<file path="config.mk">
export PLATFORM = sky130hd
export DESIGN_NAME = rxd_ctrl_end_flat
export DESIGN_NICKNAME = d
export VERILOG_FILES = /design/src/verilog/rxd_pkg.sv /design/src/verilog/rxd_mem_if.sv /design/src/verilog/rxd_ring_ptr.sv /design/src/verilog/rxd_ctrl_end.sv /design/src/flat_wrapper.sv
export SDC_FILE = /design/constraint.sdc
export NUM_CORES = 1
export LEC_CHECK = 0
export BUFFER_PORTS_ARGS = -buffer_cell sky130_fd_sc_hd__buf_2
export CAP_MARGIN = 10
export CORE_UTILIZATION = 55
export DETAILED_ROUTE_END_ITERATION = 8
export PLACE_DENSITY = 0.74
export SETUP_SLACK_MARGIN = 0.2
export SYNTH_ARGS = -nofsm -noshare
export SYNTH_HDL_FRONTEND = slang
export SYNTH_HIERARCHICAL = 1
export SYNTH_SLANG_ARGS = --single-unit
export TNS_END_PERCENT = 20
</file>
<file path="constraint.sdc">
create_clock -name clk_sys -period 6.75 [get_ports clk_sys]
set_input_delay 0.675 -clock clk_sys [delete_from_list [all_inputs] [get_ports clk_sys]]
set_output_delay 0.675 -clock clk_sys [all_outputs]
set_load 0.005 [all_outputs]
</file>
<file path="src/verilog/rxd_pkg.sv">
// Constants and descriptor layout for the receive descriptor handler.
// Assumes 16-bit shared memory words, word addressed, 24-bit byte address space.
// Overview of operation
// - Word 0 bit 15 set means controller owns.
// - Controller clears ownership only for valid units.
// - Host sets ownership after emptying the buffer.
// - Released descriptors stay untouched until returned.
// - Controller ignores the host versus processor bit.
// - Controller marks first buffer of a unit.
// - Controller marks last buffer; both means single.
// - International mode keeps bits 11 to 8 zero.
// - Japanese mode reports priority bits 11 and 10.
// - Upper address bits 7 to 0 stay unchanged.
// - Word 1 low address, word aligned, unchanged.
// - Word 2 buffer length, two's complement, unchanged.
// - Host programs an even buffer length.
// - Word 3 holds unit length on last buffer; code writes its two's complement into word 3 of every buffer.
// - Non-last buffers are full, length is count.
// - Each ring entry is four 16-bit words.
// - Ring length code 0..7 gives 1..128 entries.
package rxd_pkg;
    localparam int ADDR_W = 24;
    localparam int DATA_W = 16;
    localparam int DESC_WORDS = 4;
    localparam int CODE_W = 3;
    localparam int MAX_CHAIN = 8;
    localparam int OWN_BIT = 15;
    localparam int HOSTIOP_BIT = 14;
    localparam int FIRST_BIT = 13;
    localparam int LAST_BIT = 12;
    localparam int PRIO_HI = 11;
    localparam int PRIO_LO = 10;
    localparam int RSV_HI = 11;
    localparam int RSV_LO = 8;
    localparam int UADDR_HI = 7;
    localparam logic [1:0] W0_OFS = 2'h0;
    localparam logic [1:0] W1_OFS = 2'h1;
    localparam logic [1:0] W2_OFS = 2'h2;
    localparam logic [1:0] W3_OFS = 2'h3;
    localparam logic [15:0] FLAG_CLR_MASK = 16'h40ff;
    localparam logic [6:0] ONE_ENTRY = 7'h01;
endpackage : rxd_pkg

</file>
<file path="src/verilog/rxd_mem_if.sv">
// Shared-memory port between the controller (master) and the host memory model.
// Assumes single-cycle memory: read data in the cycle after a read strobe.
`timescale 1ns/1ps
interface rxd_mem_if;
    import rxd_pkg::*;
    logic [ADDR_W-1:0] addr;
    logic [DATA_W-1:0] wdata;
    logic wr;
    logic rd;
    logic [DATA_W-1:0] rdata;
    modport ctrl (output addr, output wdata, output wr, output rd, input rdata);
    modport host (input addr, input wdata, input wr, input rd, output rdata);
endinterface : rxd_mem_if

</file>
<file path="src/verilog/rxd_ring_ptr.sv">
// Ring index counter with power-of-two wrap.
// Assumes code is stable while the ring is running.
`timescale 1ns/1ps
module rxd_ring_ptr
    import rxd_pkg::*;
#(
    parameter int IDX_W = 7
) (
    input wire logic clk_sys, // System clock
    input wire logic rst_n, // Async reset, active low
    input wire logic [CODE_W-1:0] ringCode, // Ring length code
    input wire logic restart, // Back to base entry
    input wire logic advance, // Step to next entry
    output logic [IDX_W-1:0] idx // Current entry index
);
    logic [IDX_W-1:0] idx_r;
    logic [IDX_W-1:0] idx_nxt;
    logic [IDX_W-1:0] lastIdx;

    assign lastIdx = IDX_W'((ONE_ENTRY << ringCode) - 7'h01);
    assign idx = idx_r;

    always_comb begin
        idx_nxt = idx_r;
        if (restart) begin
            idx_nxt = '0;
        end else if (advance) begin
            idx_nxt = (idx_r >= lastIdx) ? '0 : idx_r + 1'b1;
        end
    end

    always_ff @(posedge clk_sys or negedge rst_n) begin
        if (!rst_n) begin
            idx_r <= '0;
        end else begin
            idx_r <= idx_nxt;
        end
    end
endmodule : rxd_ring_ptr

</file>
<file path="src/verilog/rxd_ctrl_end.sv">
// Controller end: walks the receive ring and stores signal units into buffers.
// Assumes memory answers a read one cycle later and never stalls.
`timescale 1ns/1ps
module rxd_ctrl_end
    import rxd_pkg::*;
(
    input wire logic clk_sys, // System clock
    input wire logic rst_n, // Async reset, active low
    rxd_mem_if.ctrl mem, // Shared memory port
    input wire logic [ADDR_W-1:0] ringBase, // Ring base word address
    input wire logic [CODE_W-1:0] ringCode, // Ring length code
    input wire logic japaneseModeEnable, // Japanese priority reporting
    input wire logic start, // Restart at base entry
    input wire logic suValid, // Byte pair valid
    input wire logic [15:0] suData, // Two bytes, first in low
    input wire logic suOdd, // Last pair holds one byte
    input wire logic suEnd, // Beside last pair
    input wire logic suGood, // Unit passed checks, with suEnd
    input wire logic [1:0] suPrio, // Priority bits of unit
    output logic suReady, // Pair accepted this cycle
    output logic unitDone, // Pulse: unit handed back
    output logic unitDropped, // Pulse: unit discarded
    output logic ringStall // Waiting on host-owned entry
);
    typedef enum {ST_IDLE, ST_RD0, ST_RD1, ST_RD2, ST_FILL, ST_W3, ST_W0, ST_DROP}
        rxd_state_e;
    rxd_state_e st_r, st_nxt;
    logic [15:0] w0_r, w0_nxt, w2_r, w2_nxt;
    logic [ADDR_W-1:0] bufPtr_r, bufPtr_nxt;
    logic [15:0] bufLeft_r, bufLeft_nxt, msgLen_r, msgLen_nxt;
    logic [2:0] nChain_r, nChain_nxt, rel_r, rel_nxt;
    logic [6:0] chainIdx_r [MAX_CHAIN];
    logic [6:0] chainIdx_nxt [MAX_CHAIN];
    logic [15:0] chainW0_r [MAX_CHAIN];
    logic [15:0] chainW0_nxt [MAX_CHAIN];
    logic good_r, good_nxt, endSeen_r, endSeen_nxt;
    logic [1:0] prio_r, prio_nxt;
    logic [6:0] idx, relIdx;
    logic advance;
    logic [ADDR_W-1:0] entryAddr, relAddr;
    logic [15:0] relW0;

    rxd_ring_ptr #(.IDX_W(7)) u_ptr (
        .clk_sys(clk_sys),
        .rst_n(rst_n),
        .ringCode(ringCode),
        .restart(start),
        .advance(advance),
        .idx(idx)
    );

    assign entryAddr = ringBase + ADDR_W'({idx, 2'b00});
    assign relIdx = chainIdx_r[rel_r];
    assign relAddr = ringBase + ADDR_W'({relIdx, 2'b00});

    always_comb begin
        relW0 = chainW0_r[rel_r] & FLAG_CLR_MASK; // keep host bits
        relW0[OWN_BIT] = 1'b0;
        relW0[FIRST_BIT] = (rel_r == 3'h0);
        relW0[LAST_BIT] = (rel_r == nChain_r - 3'h1);
        if (japaneseModeEnable) begin
            relW0[PRIO_HI:PRIO_LO] = prio_r;
        end else begin
            relW0[RSV_HI:RSV_LO] = 4'h0;
        end
    end

    always_comb begin
        st_nxt = st_r;
        w0_nxt = w0_r;
        w2_nxt = w2_r;
        bufPtr_nxt = bufPtr_r;
        bufLeft_nxt = bufLeft_r;
        msgLen_nxt = msgLen_r;
        nChain_nxt = nChain_r;
        rel_nxt = rel_r;
        chainIdx_nxt = chainIdx_r;
        chainW0_nxt = chainW0_r;
        good_nxt = good_r;
        endSeen_nxt = endSeen_r;
        prio_nxt = prio_r;
        advance = 1'b0;
        suReady = 1'b0;
        unitDone = 1'b0;
        unitDropped = 1'b0;
        ringStall = 1'b0;
        mem.addr = entryAddr;
        mem.wdata = 16'h0000;
        mem.wr = 1'b0;
        mem.rd = 1'b0;
        if (start) begin
            st_nxt = ST_IDLE;
            nChain_nxt = 3'h0;
            msgLen_nxt = 16'h0000;
            endSeen_nxt = 1'b0;
        end else begin
            unique case (st_r)
                ST_IDLE: begin
                    mem.rd = 1'b1;
                    mem.addr = entryAddr + ADDR_W'(W0_OFS);
                    st_nxt = ST_RD0;
                end
                ST_RD0: begin
                    w0_nxt = mem.rdata;
                    mem.rd = 1'b1;
                    mem.addr = entryAddr + ADDR_W'(W1_OFS);
                    st_nxt = mem.rdata[OWN_BIT] ? ST_RD1 : ST_IDLE;
                    ringStall = !mem.rdata[OWN_BIT];
                end
                ST_RD1: begin
                    bufPtr_nxt = {w0_r[UADDR_HI:0], mem.rdata[15:1], 1'b0};
                    mem.rd = 1'b1;
                    mem.addr = entryAddr + ADDR_W'(W2_OFS);
                    st_nxt = ST_RD2;
                end
                ST_RD2: begin
                    w2_nxt = mem.rdata;
                    bufLeft_nxt = 16'h0000 - {mem.rdata[15:1], 1'b0};
                    chainIdx_nxt[nChain_r] = idx;
                    chainW0_nxt[nChain_r] = w0_r;
                    nChain_nxt = nChain_r + 3'h1;
                    st_nxt = ST_FILL;
                end
                ST_FILL: begin
                    suReady = (bufLeft_r != 16'h0000) && !endSeen_r;
                    if (endSeen_r) begin
                        rel_nxt = 3'h0;
                        st_nxt = good_r ? ST_W3 : ST_DROP;
                    end else if (bufLeft_r == 16'h0000) begin
                        if (nChain_r == 3'(MAX_CHAIN - 1)) begin
                            good_nxt = 1'b0;
                            endSeen_nxt = 1'b1;
                        end else begin
                            advance = 1'b1; // full buffer, chain on
                            st_nxt = ST_IDLE;
                        end
                    end else if (suValid) begin
                        mem.wr = 1'b1;
                        mem.addr = bufPtr_r >> 1;
                        mem.wdata = suData;
                        bufPtr_nxt = bufPtr_r + ADDR_W'(2);
                        bufLeft_nxt = bufLeft_r - 16'h0002;
                        msgLen_nxt = msgLen_r + (suOdd && suEnd ? 16'h0001 : 16'h0002);
                        if (suEnd) begin
                            endSeen_nxt = 1'b1;
                            good_nxt = suGood;
                            prio_nxt = suPrio;
                        end
                    end
                end
                ST_W3: begin
                    mem.wr = 1'b1;
                    mem.addr = relAddr + ADDR_W'(W3_OFS);
                    mem.wdata = 16'h0000 - msgLen_r;
                    st_nxt = ST_W0;
                end
                ST_W0: begin
                    mem.wr = 1'b1;
                    mem.addr = relAddr + ADDR_W'(W0_OFS);
                    mem.wdata = relW0; // ownership word written last
                    if (rel_r == nChain_r - 3'h1) begin
                        unitDone = 1'b1;
                        advance = 1'b1;
                        nChain_nxt = 3'h0;
                        msgLen_nxt = 16'h0000;
                        endSeen_nxt = 1'b0;
                        st_nxt = ST_IDLE;
                    end else begin
                        rel_nxt = rel_r + 3'h1;
                        st_nxt = ST_W3;
                    end
                end
                ST_DROP: begin
                    unitDropped = 1'b1;
                    advance = (nChain_r != 3'h0); // skip past the chain
                    for (int i = 0; i < MAX_CHAIN; i++) begin
                        chainIdx_nxt[i] = 7'h00;
                    end
                    nChain_nxt = 3'h0;
                    msgLen_nxt = 16'h0000;
                    endSeen_nxt = 1'b0;
                    st_nxt = ST_IDLE;
                end
                default: st_nxt = ST_IDLE;
            endcase
        end
    end

    always_ff @(posedge clk_sys or negedge rst_n) begin
        if (!rst_n) begin
            st_r <= ST_IDLE;
            w0_r <= 16'h0000;
            w2_r <= 16'h0000;
            bufPtr_r <= '0;
            bufLeft_r <= 16'h0000;
            msgLen_r <= 16'h0000;
            nChain_r <= 3'h0;
            rel_r <= 3'h0;
            good_r <= 1'b0;
            endSeen_r <= 1'b0;
            prio_r <= 2'h0;
            for (int i = 0; i < MAX_CHAIN; i++) begin
                chainIdx_r[i] <= 7'h00;
                chainW0_r[i] <= 16'h0000;
            end
        end else begin
            st_r <= st_nxt;
            w0_r <= w0_nxt;
            w2_r <= w2_nxt;
            bufPtr_r <= bufPtr_nxt;
            bufLeft_r <= bufLeft_nxt;
            msgLen_r <= msgLen_nxt;
            nChain_r <= nChain_nxt;
            rel_r <= rel_nxt;
            good_r <= good_nxt;
            endSeen_r <= endSeen_nxt;
            prio_r <= prio_nxt;
            chainIdx_r <= chainIdx_nxt;
            chainW0_r <= chainW0_nxt;
        end
    end
endmodule : rxd_ctrl_end

</file>
<file path="src/flat_wrapper.sv">
// flat-port wrapper written by rule: the top's interface ports become plain ports
module rxd_ctrl_end_flat import rxd_pkg::*;
  (clk_sys, rst_n, ringBase, ringCode, japaneseModeEnable, start, suValid, suData, suOdd, suEnd, suGood, suPrio, suReady, unitDone, unitDropped, ringStall, mem_addr, mem_wdata, mem_wr, mem_rd, mem_rdata);
  rxd_mem_if mem_i ();
  input wire logic clk_sys;
  input wire logic rst_n;
  input wire logic [ADDR_W-1:0] ringBase;
  input wire logic [CODE_W-1:0] ringCode;
  input wire logic japaneseModeEnable;
  input wire logic start;
  input wire logic suValid;
  input wire logic [15:0] suData;
  input wire logic suOdd;
  input wire logic suEnd;
  input wire logic suGood;
  input wire logic [1:0] suPrio;
  output logic suReady;
  output logic unitDone;
  output logic unitDropped;
  output logic ringStall;
  output wire logic [$bits(mem_i.addr)-1:0] mem_addr;
  output wire logic [$bits(mem_i.wdata)-1:0] mem_wdata;
  output wire logic [$bits(mem_i.wr)-1:0] mem_wr;
  output wire logic [$bits(mem_i.rd)-1:0] mem_rd;
  input wire logic [$bits(mem_i.rdata)-1:0] mem_rdata;
  assign mem_addr = mem_i.addr;
  assign mem_wdata = mem_i.wdata;
  assign mem_wr = mem_i.wr;
  assign mem_rd = mem_i.rd;
  assign mem_i.rdata = mem_rdata;
  rxd_ctrl_end u_core (.clk_sys(clk_sys), .rst_n(rst_n), .mem(mem_i), .ringBase(ringBase), .ringCode(ringCode), .japaneseModeEnable(japaneseModeEnable), .start(start), .suValid(suValid), .suData(suData), .suOdd(suOdd), .suEnd(suEnd), .suGood(suGood), .suPrio(suPrio), .suReady(suReady), .unitDone(unitDone), .unitDropped(unitDropped), .ringStall(ringStall));
endmodule
</file>
After elaboration in Yosys (flattened, before gate mapping):

Cells that the tools add are included.

* output and inout bits: 46
* register bits after elaboration: 305
* logic and storage cells: 195
* input bits: 69

* multiplexer cells: 89
* add/sub/neg operators: 15
* bitwise gates (word level): 5
* reductions and logical operators: 33
* order comparisons: 4
* shift-type cells: 1
* equality and inequality tests: 21

Operators by type and width (count)
* 32-bit case mux with 7 select lines: 1
* 16-bit 2-to-1 mux: 13
* 24-bit 2-to-1 mux: 7
* 128-bit bitwise mux: 1
* 32-bit by 3-bit == test with 1-bit output (second input constant): 4
* 32-bit 2-to-1 mux: 4
* 24-bit case mux with 5 select lines: 1
* 56-bit case mux with 2 select lines: 1
* 16-bit case mux with 3 select lines: 2
* 24-bit by 2-bit adder with 24-bit output (second input constant): 3
* 32-bit by 2-bit == test with 1-bit output (second input constant): 2
* 56-bit bitwise mux: 1
* 24-bit by 9-bit adder with 24-bit output: 2
* 16-bit binary-select mux with 3-bit select: 1
* 16-bit demux with 3-bit select: 1
* 24-bit case mux with 2 select lines: 1
* 7-bit 2-to-1 mux: 6
* 32-bit by 1-bit == test with 1-bit output (second input constant): 1
* 32-bit logical NOT: 1
* 16-bit case mux with 2 select lines: 1
* 1-bit by 16-bit subtractor with 16-bit output (first input constant): 2
* 1-bit 2-to-1 mux: 30
* 15-bit 2-to-1 mux: 2
* 24-bit by 1-bit adder with 24-bit output (second input constant): 1
* other kinds (42): 79

Logic depth before layout (Yosys ltp):

Gate-level depths: netlist (run 1).

* word-level depth: 8
* mapped depth: 18
* depth with buffers taken out: 15

Hierarchy:

The synthesis (run 1) kept the hierarchy.

Modules (own cells, without submodules)
* rxd_ctrl_end: seq. area each 5104.9 sq um, cells each 1651, instances 1, area each 14248.7 sq um
* rxd_ring_ptr: seq. area each 175.2 sq um, cells each 75, instances 1, area each 625.6 sq um

Worst setup path after synthesis (run 1):

No wires, ideal clock.

* path type: register to output
* start point: register u_core.rel_r[0]
* end point: output mem_addr[22]
* data required time: 6.075 ns
* path buffers: 3
* slack: 0.694 ns
* cell stages (with the launch flop): 19
* arrival time: 5.381 ns
* cell sequence: dfrtp_1 clkbuf_1 clkbuf_1 clkbuf_1 mux4_2 mux2_2 ha_1 inv_1 fa_1 and2b_1 o21a_1 or4_4 a311oi_2 nand4_1 nor4_2 and4bb_2 xnor2_1 a211oi_1 o21ai_2

* longest elaborated chain between the ends: 8

RTL lines
* from (decl): RTL line rxd_ctrl_end.sv:31 `logic [2:0] nChain_r, nChain_nxt, rel_r, rel_nxt;`
* from (signal assigned): RTL line rxd_ctrl_end.sv:214 `rel_r <= rel_nxt;`
* 3-bit inverter with 4-bit output (implied by the code) (*): RTL line rxd_ctrl_end.sv:53 `assign relIdx = chainIdx_r[rel_r];`
* 7-bit binary-select mux with 3-bit select (*): RTL line rxd_ctrl_end.sv:53
* 7-bit 2-to-1 mux (implied by the code) (*) (2 in a row): RTL line rxd_ctrl_end.sv:53
* 24-bit by 9-bit adder with 24-bit output (*): RTL line rxd_ctrl_end.sv:54 `assign relAddr = ringBase + ADDR_W'({relIdx, 2'b00});`
* 24-bit by 2-bit adder with 24-bit output: RTL line rxd_ctrl_end.sv:153 `mem.addr = relAddr + ADDR_W'(W3_OFS);`
* 24-bit case mux with 5 select lines (*): RTL line rxd_ctrl_end.sv:97 `unique case (st_r)`
* 24-bit 2-to-1 mux (*): RTL line rxd_ctrl_end.sv:91 `if (start) begin`
* to (decl): RTL line flat_wrapper.sv:21 `output wire logic [$bits(mem_i.addr)-1:0] mem_addr;`

Every way passes the cells marked *; elsewhere a longest branch is shown, timed or not. The select of a mux whose other input is x is not followed.

Worst setup path in the final report (run 1):

Same ends and word-level chain as after synthesis.

==> results by stage, run 1 <==
Status:
- The run finished, with violations left.
- The checks that failed: design-rule violations.

Floorplanning:
- Measured along the x axis, the die boundary spans 166.5 um.
- For this configuration, the core starts out at a cell density of 56.60%.
- The number of top-level pins is 115.
- The standard cell core area is 26280 sq um.
- The floorplan die area is 27710 sq um.
- Measured along the y axis, the die boundary spans 166.5 um.
- The floorplan has 59 rows.

Global route:
- The number of global-route vias before repair is 13410.
- The total overflow reported by the global router is 0.
- The pin count of the biggest net entering global routing is 198.
- The global-route wire length before repair is 73570 um.
- Global routing used 33.36% of the available tracks.
- The number of antenna violations at the first check in global routing is 4.

Route:
- Dividing the detail-routed wire length by the instance count gives 21.59 um.
- The routed design has 46210 um of wire.
- The number of nets still failing antenna checks after routing is 0.
- For this run, the detailed router's first-pass iteration total came to 8.
- The number of design-rule violations left by the first detailed-router iteration is 1581.
- The detailed-route DRC error count is 10.
- After detailed routing, the number of vias per cell comes to 6.506.
- The via count is 13920.

Clocking:
- The number of levels in the clock H-tree is 1.
- The clock passes through at most 3 buffers.
- Buffers inserted during clock tree synthesis total 24.
- The clock latency reported for the late side of the worst-skew pair is 0.54 ns.
- After clock tree synthesis, the clock-pin slew on the worst setup and hold paths is 0.06 ns.
- The clock root buffer is sky130_fd_sc_hd__clkbuf_16.
- The post-CTS setup buffer count is 0.
- The clock drives 211 sinks.
- TritonCTS built the clock tree.

STA:
- The count of pins over their slew limit came to 0.
- At the pin with the least slew margin, the transition time is 1.163 ns.
- In the finished design, the share of the clock period the worst path needs comes to 91.75%.
- Setup repair after global routing left no endpoint under its margin.
- The worst hold slack across all endpoints is 0.3742 ns.
- The final count of hold timing violations came to 0.
- The summed negative setup slack over all endpoints is 0 ns.
- The final setup skew is 0.01979 ns.
- In this run the tightest slew margin relative to its limit is 22.17%.
- The maximum achievable frequency is 161.5 MHz.
- The smallest clock period supported by the final layout is computed as 6.193 ns.
- Setup violations remaining at the end of the flow were counted as 0.

Synth:
- The cell area after synthesis is 14870 sq um.
- The synthesized instance count is 1726.
- Among all flip-flop cells after synthesis, the most frequent one is sky130_fd_sc_hd__dfrtp_1.
- The post-synthesis cell type with the largest combined area is sky130_fd_sc_hd__dfrtp_1.
- Of all flip-flops after synthesis, the portion carrying an async set or reset was 100.0%.
- Synthesis inferred 211 register bits.
- The number of nets in the synthesized netlist is 1836.
- Yosys mapped a number of flops with a built-in enable equal to 0.
- Of the post-synthesis cell area, the dominant cell type holds 35.50%.
- The number of unique standard cell types used by synthesis is 87.
- The number of warnings issued by yosys is 6.
- The sequential share of the synthesized area is 35.50%.
- The mean post-synth cell area is 8.618 sq um.
- In the post-synthesis netlist, the biggest area contributors are sky130_fd_sc_hd__dfrtp_1 35%, sky130_fd_sc_hd__mux2_2 6.1%, sky130_fd_sc_hd__nand2_1 5.8%, sky130_fd_sc_hd__o21ai_0 5.6%, sky130_fd_sc_hd__mux4_2 4.8%.

Worst setup path:
- By startpoint and endpoint, the worst setup path is classified as reg -> out.
- The startpoint class of the critical path is a register.
- Measured in cells, the most critical reg-to-reg path has a length of 8.
- In this run the worst path has a maximum fanout of 15.
- The sort of element at the end of the critical path is an output port.
- The data arrival at the endpoint of the critical path is 5.52 ns.
- The data required time of the worst path is 6.07 ns.

Power and ir drop:
- The reported leakage power is 7.071 nW.
- The power per standard cell area is 235.6 nW/um^2.
- The worst-case IR drop observed on VDD is 0.0001815 V.

Placement:
- The final weighted congestion in routability-driven placement is 0.9879.
- Detailed placement finished with a half-perimeter wire length of 33390 um.
- The count of buffers added on input and output ports is 114.

Worst hold path:
- The number of stages on the worst hold path is 2.
- The type of the worst min-delay path is in -> reg.

Finish:
- Measured on the finished design, the core utilization comes to 62.47%.
- The most common cell after layout, fill and taps aside is sky130_fd_sc_hd__nand2_1.
- At the end of the flow, the number of nets in the layout was 1898.
- The layout-stage area growth over the synthesis result is 10.37%.
- In the layout the commonest cells are 231 x sky130_fd_sc_hd__nand2_1, 210 x sky130_fd_sc_hd__dfrtp_1, 165 x sky130_fd_sc_hd__o21ai_0.
- Cells with a size suffix above 1 make up 17.20% of the layout.

Flow run:
- The number of max-cap violations is 0.
-- where the power goes --
group | internal, mW | switching, mW | total (mW)
Sequential | 1.44 | 0.282 | 1.72
Clock | 0.747 | 0.526 | 1.27
Combinational | 0.367 | 0.506 | 0.874
-- critical path, cell delays in order (launching register included) --
cell	delay (ns)
sky130_fd_sc_hd__dfrtp_2	0.65
sky130_fd_sc_hd__mux4_2	0.58
sky130_fd_sc_hd__mux2i_1	0.28
sky130_fd_sc_hd__inv_1	0.08
sky130_fd_sc_hd__ha_1	0.29
sky130_fd_sc_hd__a211oi_1	0.44
sky130_fd_sc_hd__nor2_1	0.23
sky130_fd_sc_hd__or4_4	0.53
sky130_fd_sc_hd__a311oi_2	0.33
sky130_fd_sc_hd__nand4_1	0.27
sky130_fd_sc_hd__nor4_2	0.46
sky130_fd_sc_hd__and4bb_2	0.31
sky130_fd_sc_hd__xnor2_1	0.06
sky130_fd_sc_hd__a211oi_1	0.25
sky130_fd_sc_hd__o21ai_2	0.07
sky130_fd_sc_hd__buf_2	0.13
-- worst paths after layout --
| check | slack (ns) | end | startpoint |
|---|---|---|---|
| worst max-delay path | 0.56 | mem_addr[22] | u_core/rel_r[0] |
| max in group asynchronous | 4.94 | u_core/rel_r[0] | rst_n |
| worst min register to register | 0.48 | u_core/chainW0_r[113] | u_core/chainW0_r[113] |
| worst max register to register | 2.65 | u_core/msgLen_r[13] | u_core/st_r[2] |
| worst min-delay path | 0.37 | u_core/prio_r[0] | suPrio[0] |
| min in group asynchronous | 0.53 | u_core/u_ptr/idx[0] | rst_n |
-- synthesized netlist by cell type (all sizes together), types with 21 or more instances --
| master | count |
|---|---|
| o22ai | 33 |
| buf | 23 |
| nand3 | 54 |
| xor2 | 37 |
| o21ai | 172 |
| nor3 | 53 |
| inv | 46 |
| mux4 | 32 |
| or3 | 23 |
| ha | 38 |
| nand4 | 21 |
| dfrtp | 211 |
| a21oi | 138 |
| mux2 | 81 |
| nor2 | 150 |
| and3 | 26 |
| clkbuf | 71 |
| xnor2 | 46 |
| nand2 | 231 |
-- kinds of logic (layout without fill, tap and decap cells) --
logic type	after synthesis	count (layout)	synth area share (%)
flip-flops	211	211	35.50
buffers and inverters	140	216	3.819
AND/OR/NAND/NOR	641	641	20.42
XOR/XNOR	83	83	4.938
multiplexers	123	123	11.65
other	0	3	0
adder cells (fa/ha/maj)	41	41	3.600
AO/OA/AOI/OAI	487	487	20.08
-- sequential cells by signal, indices dropped and copies added, names as in the netlist --
| signal | flops |
|---|---|
| u_core/chainW0_r | 72 |
| u_core/chainIdx_r | 56 |
| u_core/bufPtr_r | 23 |
| u_core/msgLen_r | 16 |
| u_core/bufLeft_r | 15 |
| u_core/w0_r | 9 |
| u_core/u_ptr/idx | 7 |
| u_core/nChain_r | 3 |
| u_core/rel_r | 3 |
| u_core/st_r | 3 |
| u_core/prio_r | 2 |
| u_core/endSeen_r | 1 |
| u_core/good_r | 1 |
-- routing by layer --
metal	wire, um	global-route usage [%]
met1	19510	45.24
met2	22020	54.86
met3	3028	3.636
met4	1644	13.45
met5	0	0
-- layout make-up --
class                   instances  area [sq um]
multi-input cells            1375          9051
diodes                          3         7.507
repair buffers                130         714.4
fillers                      2297          9863
inverters                      46         172.7
clock inverters                 6         82.58
clock buffers                  34         688.2
well taps                     335         419.2
flip-flops and latches        211          5281
-- stage by stage --
stage               std cells  setup WS (ns)  instance area, sq um  total power [mW]
global placement         2096          1.300                 15620             2.557
global route             2140         0.2531                 16420             4.051
detailed placement       2096          1.174                 15620             2.589
finish                   2140         0.5571                 16420             3.867
floorplan                1726         0.6943                 14870             2.244
CTS                      2137         0.6014                 16400             3.870
-- timing repair --
action / 4_1_cts / 5_1_grt
setup endpoints to repair: 0 / 1
endpoints found under the hold margin: 14 / 0
resized for setup: 0 / 1
hold buffers: 1 / 0
Note: power is estimated with default switching activity, not from simulation.
==> inputs of run 2 (changes only) <==
--- a/config.mk
+++ b/config.mk
@@ -7,9 +7,9 @@
 export LEC_CHECK = 0
 export BUFFER_PORTS_ARGS = -buffer_cell sky130_fd_sc_hd__buf_2
 export CAP_MARGIN = 10
-export CORE_UTILIZATION = 55
+export CORE_UTILIZATION = 25
 export DETAILED_ROUTE_END_ITERATION = 8
-export PLACE_DENSITY = 0.74
+export RECOVER_POWER = 100
 export SETUP_SLACK_MARGIN = 0.2
 export SYNTH_ARGS = -nofsm -noshare
 export SYNTH_HDL_FRONTEND = slang
==> results by stage, run 2 (same netlist as run 1, synthesis figures left out) <==
Status:
- The run finished, with violations left.
- The checks that failed: max-capacitance violations, max-slew violations.

Clocking:
- The number of hold-repair buffers added at the cts stage is 0 (-1).
- The post-cts gate resize count was 0 (unchanged).
- The maximum clock path buffer count is 3 (unchanged).
- The number of levels in the clock H-tree is 1 (unchanged).
- TritonCTS built the clock tree.
- The TritonCTS buffer count is 24 (unchanged).
- The clock root buffer is sky130_fd_sc_hd__clkbuf_16.
- The clock sink total is 211 (unchanged).
- The clock latency reported for the late side of the worst-skew pair came to 0.55 ns (about the same).
- The CTS clock-pin slew for the worst setup and hold paths is 0.07 ns (about the same).
- The post-CTS setup buffer count was 0 (unchanged).

Floorplanning:
- The vertical die dimension came to 245.9 um (+48%).
- The standard cell core area is 58910 sq um (+120%).
- The effective utilization at floorplan is 25.25% (-31 points).
- The floorplan die area is 60480 sq um (+120%).
- The number of cell rows is 89 (+51%).
- The horizontal extent of the die is 245.9 um (+48%).
- The number of top-level pins is 115 (unchanged).

Finish:
- The number of filler instances in the final layout is 6221 (+170%).
- The share of cells above drive strength 1 came to 15.41% (-1.8 points).
- The net count reported at finish is 1903 (+0.26%).
- The filler-free cell count of the finished design is 2584 (+21%).
- The largest registers in the layout are u_core/chainW0_r (72), u_core/chainIdx_r (56), u_core/bufPtr_r (23).
- The number of flip-flops under the largest register name was 72 (unchanged).
- The antenna cell count is 0 (-3).
- The most flop-heavy register is u_core/chainW0_r.
- The library cells used most frequently in the layout, excluding fill and tap cells, are 231 x sky130_fd_sc_hd__nand2_1, 210 x sky130_fd_sc_hd__dfrtp_1, 169 x sky130_fd_sc_hd__o21ai_0.
- The layout-stage area growth over the synthesis result is 14.18%.
- The final cell utilization of the core is 28.83% (-34 points).
- The most common cell after layout, fill and taps aside is sky130_fd_sc_hd__nand2_1.

Power and ir drop:
- The worst supply voltage drop on vdd is 0.0001631 V (-10%).
- The power per standard cell area is 235.4 nW/um^2 (about the same).
- The part of the power in combinational logic is 21.9% (-0.7 points).
- The internal power came to 2.636 mW (+3.3%).
- The total power draw is 3.999 mW (+3.4%).
- The switching power as a share of total power is 34.07% (+0.064 points).
- The switching power of the nets came to 1.362 mW (+3.6%).
- The share of total power in sequential cells is 43.0% (-1.5 points).
- The reported leakage power came to 6.972 nW (-1.4%).
- The clock network fraction of total power came to 35.1% (+2.2 points).

STA:
- The summed negative setup slack over all endpoints is 0 ns (unchanged).
- The final critical-path required period is 6.093 ns (-0.09993 ns).
- The maximum achievable frequency is 164.1 MHz (+1.6%).
- The count of pins over their slew limit was 145 (+145).
- The final count of hold timing violations is 0 (unchanged).
- The period utilization is 90.27% (-1.5 points).
- The transition time at the pin with the least slew margin is 5.103 ns (+3.940 ns).
- The minimum setup slack in the final design is 0.6570 ns (+0.09993 ns).
- The setup violation total in the final timing report is 0 (unchanged).
- The final setup skew is 0.03405 ns (+0.01427 ns).
- The worst-case headroom to the max-slew limit is -240.2% (-260 points).
- Setup repair after global routing left no endpoint under its margin.

Worst setup path:
- Tracing the worst setup path back leads to its startpoint at u_core/rel_r[1].
- The worst setup path is launched from a register.
- The maximum fanout along the worst path is 15 (unchanged).
- The data arrival at the endpoint of the critical path is 5.42 ns (-0.10 ns).
- The data required time of the worst path is 6.07 ns (about the same).
- The worst setup path is captured at an output port.
- The category of the critical setup timing path is reg -> out.
- The worst register-to-register path ends at u_core/msgLen_r[13].
- The worst reg2reg path depth is 8 (unchanged).
- The launch instance of the worst register-to-register path is u_core/st_r[2].
- The critical path endpoint is mem_addr[20].
- The worst reg-to-reg setup slack is 1.88 ns (-0.77 ns).

Worst hold path:
- The min-delay analysis places its worst path in the category in -> reg.

Placement:
- The final weighted congestion in routability-driven placement is 0.9285 (-6.0%).
- The half-perimeter wire length after detailed placement is 38390 um (+15%).
- The worst slack at placement was 1.225 ns (+0.05057 ns).
- The number of cells after detailed placement is 2540 (+21%).
- The port buffer count came to 114 (unchanged).

Global route:
- The overall global routing resource usage was 16.53% (-17 points).
- The number of global-route vias before repair was 13290 (-0.95%).
- The global-route wire length before repair was 78400 um (+6.6%).
- The number of antenna violations at the first check in global routing is 4 (unchanged).
- The total overflow reported by the global router is 0 (unchanged).
- The pin count of the biggest net entering global routing came to 113 (-43%).

Route:
- The detailed-route DRC error count is 0 (-10).
- The total iterations of the first detailed-routing run came to 7 (-1).
- The via count was 13670 (-1.8%).
- The average wire per standard cell is 19.58 um (-9.3%).
- The number of nets still failing antenna checks after routing was 0 (unchanged).
- The routed via count divided by cell count is 5.289 (-19%).
- The total routed wirelength is 50590 um (+9.5%).
- The number of design-rule violations left by the first detailed-router iteration is 993 (-37%).

Flow run:
- The number of max-cap violations is 2 (+2).
==> run 2: layout make-up <==
class | instances | area, sq um | share of cell area [%]
Clock buffer | 26 | 628.1 | 3.698
Clock inverter | 18 | 229.0 | 1.348
Inverter | 46 | 172.7 | 1.017
Multi-Input combinational cell | 1375 | 9039 | 53.22
Sequential cell | 211 | 5281 | 31.10
Tap cell | 773 | 967.2 | 5.695
Timing Repair Buffer | 135 | 666.9 | 3.927
==> run 2: worst max-delay path, stage by stage (launching register included) <==
cell	delay (ns)
sky130_fd_sc_hd__dfrtp_1	0.70
sky130_fd_sc_hd__mux4_2	0.30
sky130_fd_sc_hd__mux2_2	0.14
sky130_fd_sc_hd__ha_1	0.18
sky130_fd_sc_hd__inv_1	0.06
sky130_fd_sc_hd__fa_1	0.41
sky130_fd_sc_hd__and2b_1	0.30
sky130_fd_sc_hd__o2111ai_2	0.24
sky130_fd_sc_hd__a21oi_1	0.54
sky130_fd_sc_hd__nand3_1	0.19
sky130_fd_sc_hd__xor2_1	0.56
sky130_fd_sc_hd__nor2_1	0.08
sky130_fd_sc_hd__a2111oi_0	0.37
sky130_fd_sc_hd__nor3b_1	0.42
sky130_fd_sc_hd__o211a_1	0.21
sky130_fd_sc_hd__a21oi_1	0.05
sky130_fd_sc_hd__clkbuf_1	0.13
==> run 2: how the worst min path moves through the flow <==
stage / cells after the start / end / startpoint
floorplan: 0 / u_core/bufLeft_r[10] / rst_n
detailed placement: 2 / u_core/chainW0_r[112] / u_core/chainW0_r[112]
finish: 2 / u_core/prio_r[0] / suPrio[0]
global placement: 2 / u_core/chainW0_r[119] / u_core/chainW0_r[119]
CTS: 1 / u_core/chainW0_r[3] / rst_n
global route: 2 / u_core/prio_r[0] / suPrio[0]
==> run 2: layer usage <==
metal,GRT usage [%],wire (um)
met2,28.77,24760
met5,0,21
met1,21.42,21580
met4,4.439,1527
met3,1.975,2704
==> run 2: power by group through the flow <==
| stage | sequential [mW] | clock [mW] | combinational, mW |
|---|---|---|---|
| final | 1.72 | 1.40 | 0.876 |
| after global routing | 1.75 | 1.49 | 0.973 |
| after CTS | 1.71 | 1.44 | 0.882 |
| after detailed placement | 1.74 | 0 | 0.878 |
| after global placement | 1.72 | 0 | 0.859 |
| after floorplan | 1.58 | 0 | 0.667 |
==> run 2: through the flow <==
| stage | hold slack [ns] | instance area (sq um) |
|---|---|---|
| after floorplan | 0.3794 | 14870 |
| after global placement | 0.4540 | 16210 |
| after detailed placement | 0.4588 | 16210 |
| after global routing | 0.3474 | 16980 |
| final | 0.3609 | 16980 |
| after CTS | 0.2672 | 17060 |
==> inputs of run 3 (changes only) <==
--- a/config.mk
+++ b/config.mk
@@ -8,6 +8,7 @@
 export BUFFER_PORTS_ARGS = -buffer_cell sky130_fd_sc_hd__buf_2
 export CAP_MARGIN = 10
 export CORE_UTILIZATION = 25
+export CTS_BUF_LIST = sky130_fd_sc_hd__clkbuf_16
 export DETAILED_ROUTE_END_ITERATION = 8
 export RECOVER_POWER = 100
 export SETUP_SLACK_MARGIN = 0.2
==> results by stage, run 3 (same netlist as run 1, synthesis figures left out) <==
Status:
- The run finished, with violations left.
- The final reports fail on max-capacitance violations, max-slew violations.

Route:
- The number of design-rule violations left by the first detailed-router iteration was 999 (+0.60%).
- The number of nets still failing antenna checks after routing is 0 (unchanged).
- The total iterations of the first detailed-routing run is 5 (-2).
- The average wire per standard cell was 19.62 um (+0.20%).
- The routed via count divided by cell count came to 5.313 (+0.45%).
- The via count is 13730 (+0.45%).
- The detailed-route DRC error count is 0 (unchanged).
- The total routed wirelength is 50690 um (+0.20%).

Clocking:
- The post-cts gate resize count is 0 (unchanged).
- The TritonCTS buffer count is 24 (unchanged).
- The clock root buffer is sky130_fd_sc_hd__clkbuf_16.
- The CTS clock-pin slew for the worst setup and hold paths is 0.07 ns (about the same).
- The post-CTS setup buffer count is 0 (unchanged).
- The number of levels in the clock H-tree is 1 (unchanged).
- The clock latency reported for the late side of the worst-skew pair is 0.55 ns (about the same).
- The maximum clock path buffer count is 3 (unchanged).
- The clock sink total is 211 (unchanged).
- The number of hold-repair buffers added at the cts stage was 0 (unchanged).
- The TritonCTS clock tree is yes.

STA:
- The setup violation total in the final timing report is 0 (unchanged).
- The period utilization is 90.22% (about the same).
- The transition time at the pin with the least slew margin was 5.096 ns (-0.007421 ns).
- Setup repair after global routing left no endpoint under its margin.
- The final count of hold timing violations is 0 (unchanged).
- The maximum achievable frequency is 164.2 MHz (about the same).
- The final setup skew was 0.03608 ns (+0.002032 ns).
- The worst-case headroom to the max-slew limit is -239.7% (+0.49 points).
- The minimum setup slack in the final design is 0.6601 ns (+0.003113 ns).
- The worst hold slack across all endpoints is 0.3578 ns (-0.003057 ns).
- The final critical-path required period is 6.090 ns (-0.003113 ns).
- The count of pins over their slew limit is 145 (unchanged).
- The summed negative setup slack over all endpoints came to 0 ns (unchanged).

Finish:
- The area growth from synthesis to layout is 14.05%.
- The most common cell after layout, fill and taps aside is sky130_fd_sc_hd__nand2_1.
- The number of filler instances in the final layout came to 6222 (+0.016%).
- The antenna cell count was 0 (unchanged).
- The most flop-heavy register is u_core/chainW0_r.
- The net count reported at finish is 1903 (unchanged).
- The share of cells above drive strength 1 is 15.30% (-0.11 points).
- In the final layout, the registers with the most flip-flops are u_core/chainW0_r (72), u_core/chainIdx_r (56), u_core/bufPtr_r (23).
- The number of flip-flops under the largest register name is 72 (unchanged).
- In the layout the commonest cells are 231 x sky130_fd_sc_hd__nand2_1, 210 x sky130_fd_sc_hd__dfrtp_1, 169 x sky130_fd_sc_hd__o21ai_0.
- The filler-free cell count of the finished design is 2584 (unchanged).

Worst setup path:
- Among the stages of the critical path, the cell type that occurs most often is sky130_fd_sc_hd__a21oi_1.
- The maximum fanout along the worst path is 15 (unchanged).
- The startpoint class of the critical path is a register.
- STA classifies the critical path endpoint as an output port.
- The data required time of the worst path was 6.07 ns (about the same).
- Walking the worst path, the cells encountered are mux4_2 > mux2_2 > ha_1 > inv_1 > fa_1 > and2b_1 > o2111ai_2 > a21oi_1 > nand3_1 > xor2_1 > nor2_1 > a2111oi_0 > nor3b_1 > o211a_1 > a21oi_1 > clkbuf_1.
- The category of the critical setup timing path is reg -> out.
- In this design, the largest share of critical-path delay is due to compound AO/OA/AOI/OAI gates.
- The number of buffers and inverters on the critical path was 2 (unchanged).
- The data arrival at the endpoint of the critical path came to 5.41 ns (about the same).
- The worst stage delay on the critical path is 0.71 ns (about the same).
- The slowest library cell on the worst path is sky130_fd_sc_hd__dfrtp_1.

Power and ir drop:
- The power per standard cell area is 234.5 nW/um^2 (-0.40%).
- The reported leakage power is 6.961 nW (-0.16%).
- The total power draw is 3.978 mW (-0.52%).
- The worst supply voltage drop on vdd is 0.0001646 V (+0.92%).

Placement:
- The final weighted congestion in routability-driven placement was 0.9285 (unchanged).
- The worst slack at placement came to 1.225 ns (unchanged).
- The half-perimeter wire length after detailed placement came to 38390 um (unchanged).
- The number of cells after detailed placement is 2540 (unchanged).
- The port buffer count is 114 (unchanged).

Global route:
- The global-route wire length before repair is 78440 um (about the same).
- The number of global-route vias before repair was 13310 (+0.15%).
- The overall global routing resource usage came to 16.54% (about the same).
- The number of antenna violations at the first check in global routing was 5 (+1).
- The total overflow reported by the global router was 0 (unchanged).
- The pin count of the biggest net entering global routing is 113 (unchanged).

Floorplanning:
- The horizontal extent of the die was 245.9 um (unchanged).
- The effective utilization at floorplan was 25.25% (unchanged).
- The number of top-level pins is 115 (unchanged).
- The number of cell rows is 89 (unchanged).
- The floorplan die area was 60480 sq um (unchanged).
- The standard cell core area was 58910 sq um (unchanged).
- The vertical die dimension is 245.9 um (unchanged).

Worst hold path:
- The worst hold path belongs to the class in -> reg.

Flow run:
- The number of max-cap violations is 2 (unchanged).
## run 3: worst reg2reg max path, stage by stage (launching register included)
cell	delay [ns]
sky130_fd_sc_hd__dfrtp_1	0.72
sky130_fd_sc_hd__inv_1	0.74
sky130_fd_sc_hd__or3_2	0.26
sky130_fd_sc_hd__buf_4	0.45
sky130_fd_sc_hd__a31o_1	0.62
sky130_fd_sc_hd__nand2_1	0.81
sky130_fd_sc_hd__nor2_1	0.86
sky130_fd_sc_hd__nand4_1	0.15
sky130_fd_sc_hd__o21ai_0	0.19
## run 3: path summary, 6_finish.rpt
check,cells after the start,slack [ns],from,endpoint
hold reg to reg,2,0.48,u_core/chainW0_r[118],u_core/chainW0_r[118]
setup reg to reg,8,1.86,u_core/st_r[2],u_core/msgLen_r[13]
setup / recovery,16,0.66,u_core/rel_r[1],mem_addr[20]
hold / removal,2,0.36,suPrio[0],u_core/prio_r[0]
max in group asynchronous,1,1.24,rst_n,u_core/rel_r[0]
min in group asynchronous,1,2.22,rst_n,u_core/chainW0_r[35]
## run 3: final cells by class
cell class                 count  area, sq um  share of cell area (%)
multi-input combinational   1375         9039                   53.28
clock buffer                  24        600.6                   3.540
sequential                   211         5281                   31.13
tap                          773        967.2                   5.701
timing repair buffer         135        666.9                   3.931
clock inverter                20        236.5                   1.394
inverter                      46        172.7                   1.018
## run 3: where the power goes
group          switching [mW]  internal [mW]
Sequential              0.279           1.44
Clock                   0.570          0.815
Combinational           0.515          0.361
Total                    1.36           2.61
## run 3: metal layers
layer  GRT usage, %  routed length (um)  up-vias
li1               -                   -     6443
met1          21.36               21820     6743
met2          28.72               24550      433
met3          2.095                2571      103
met4          4.585                1713        6
met5              0                  31        -
## run 3: metrics by stage
step / instance area [sq um] / util, %
6_report: 16960 / 28.80
5_1_grt: 16960 / 28.80
4_1_cts: 17040 / 28.93
3_5_place_dp: 16210 / 27.51
3_3_place_gp: 16210 / 27.51
2_1_floorplan: 14870 / -
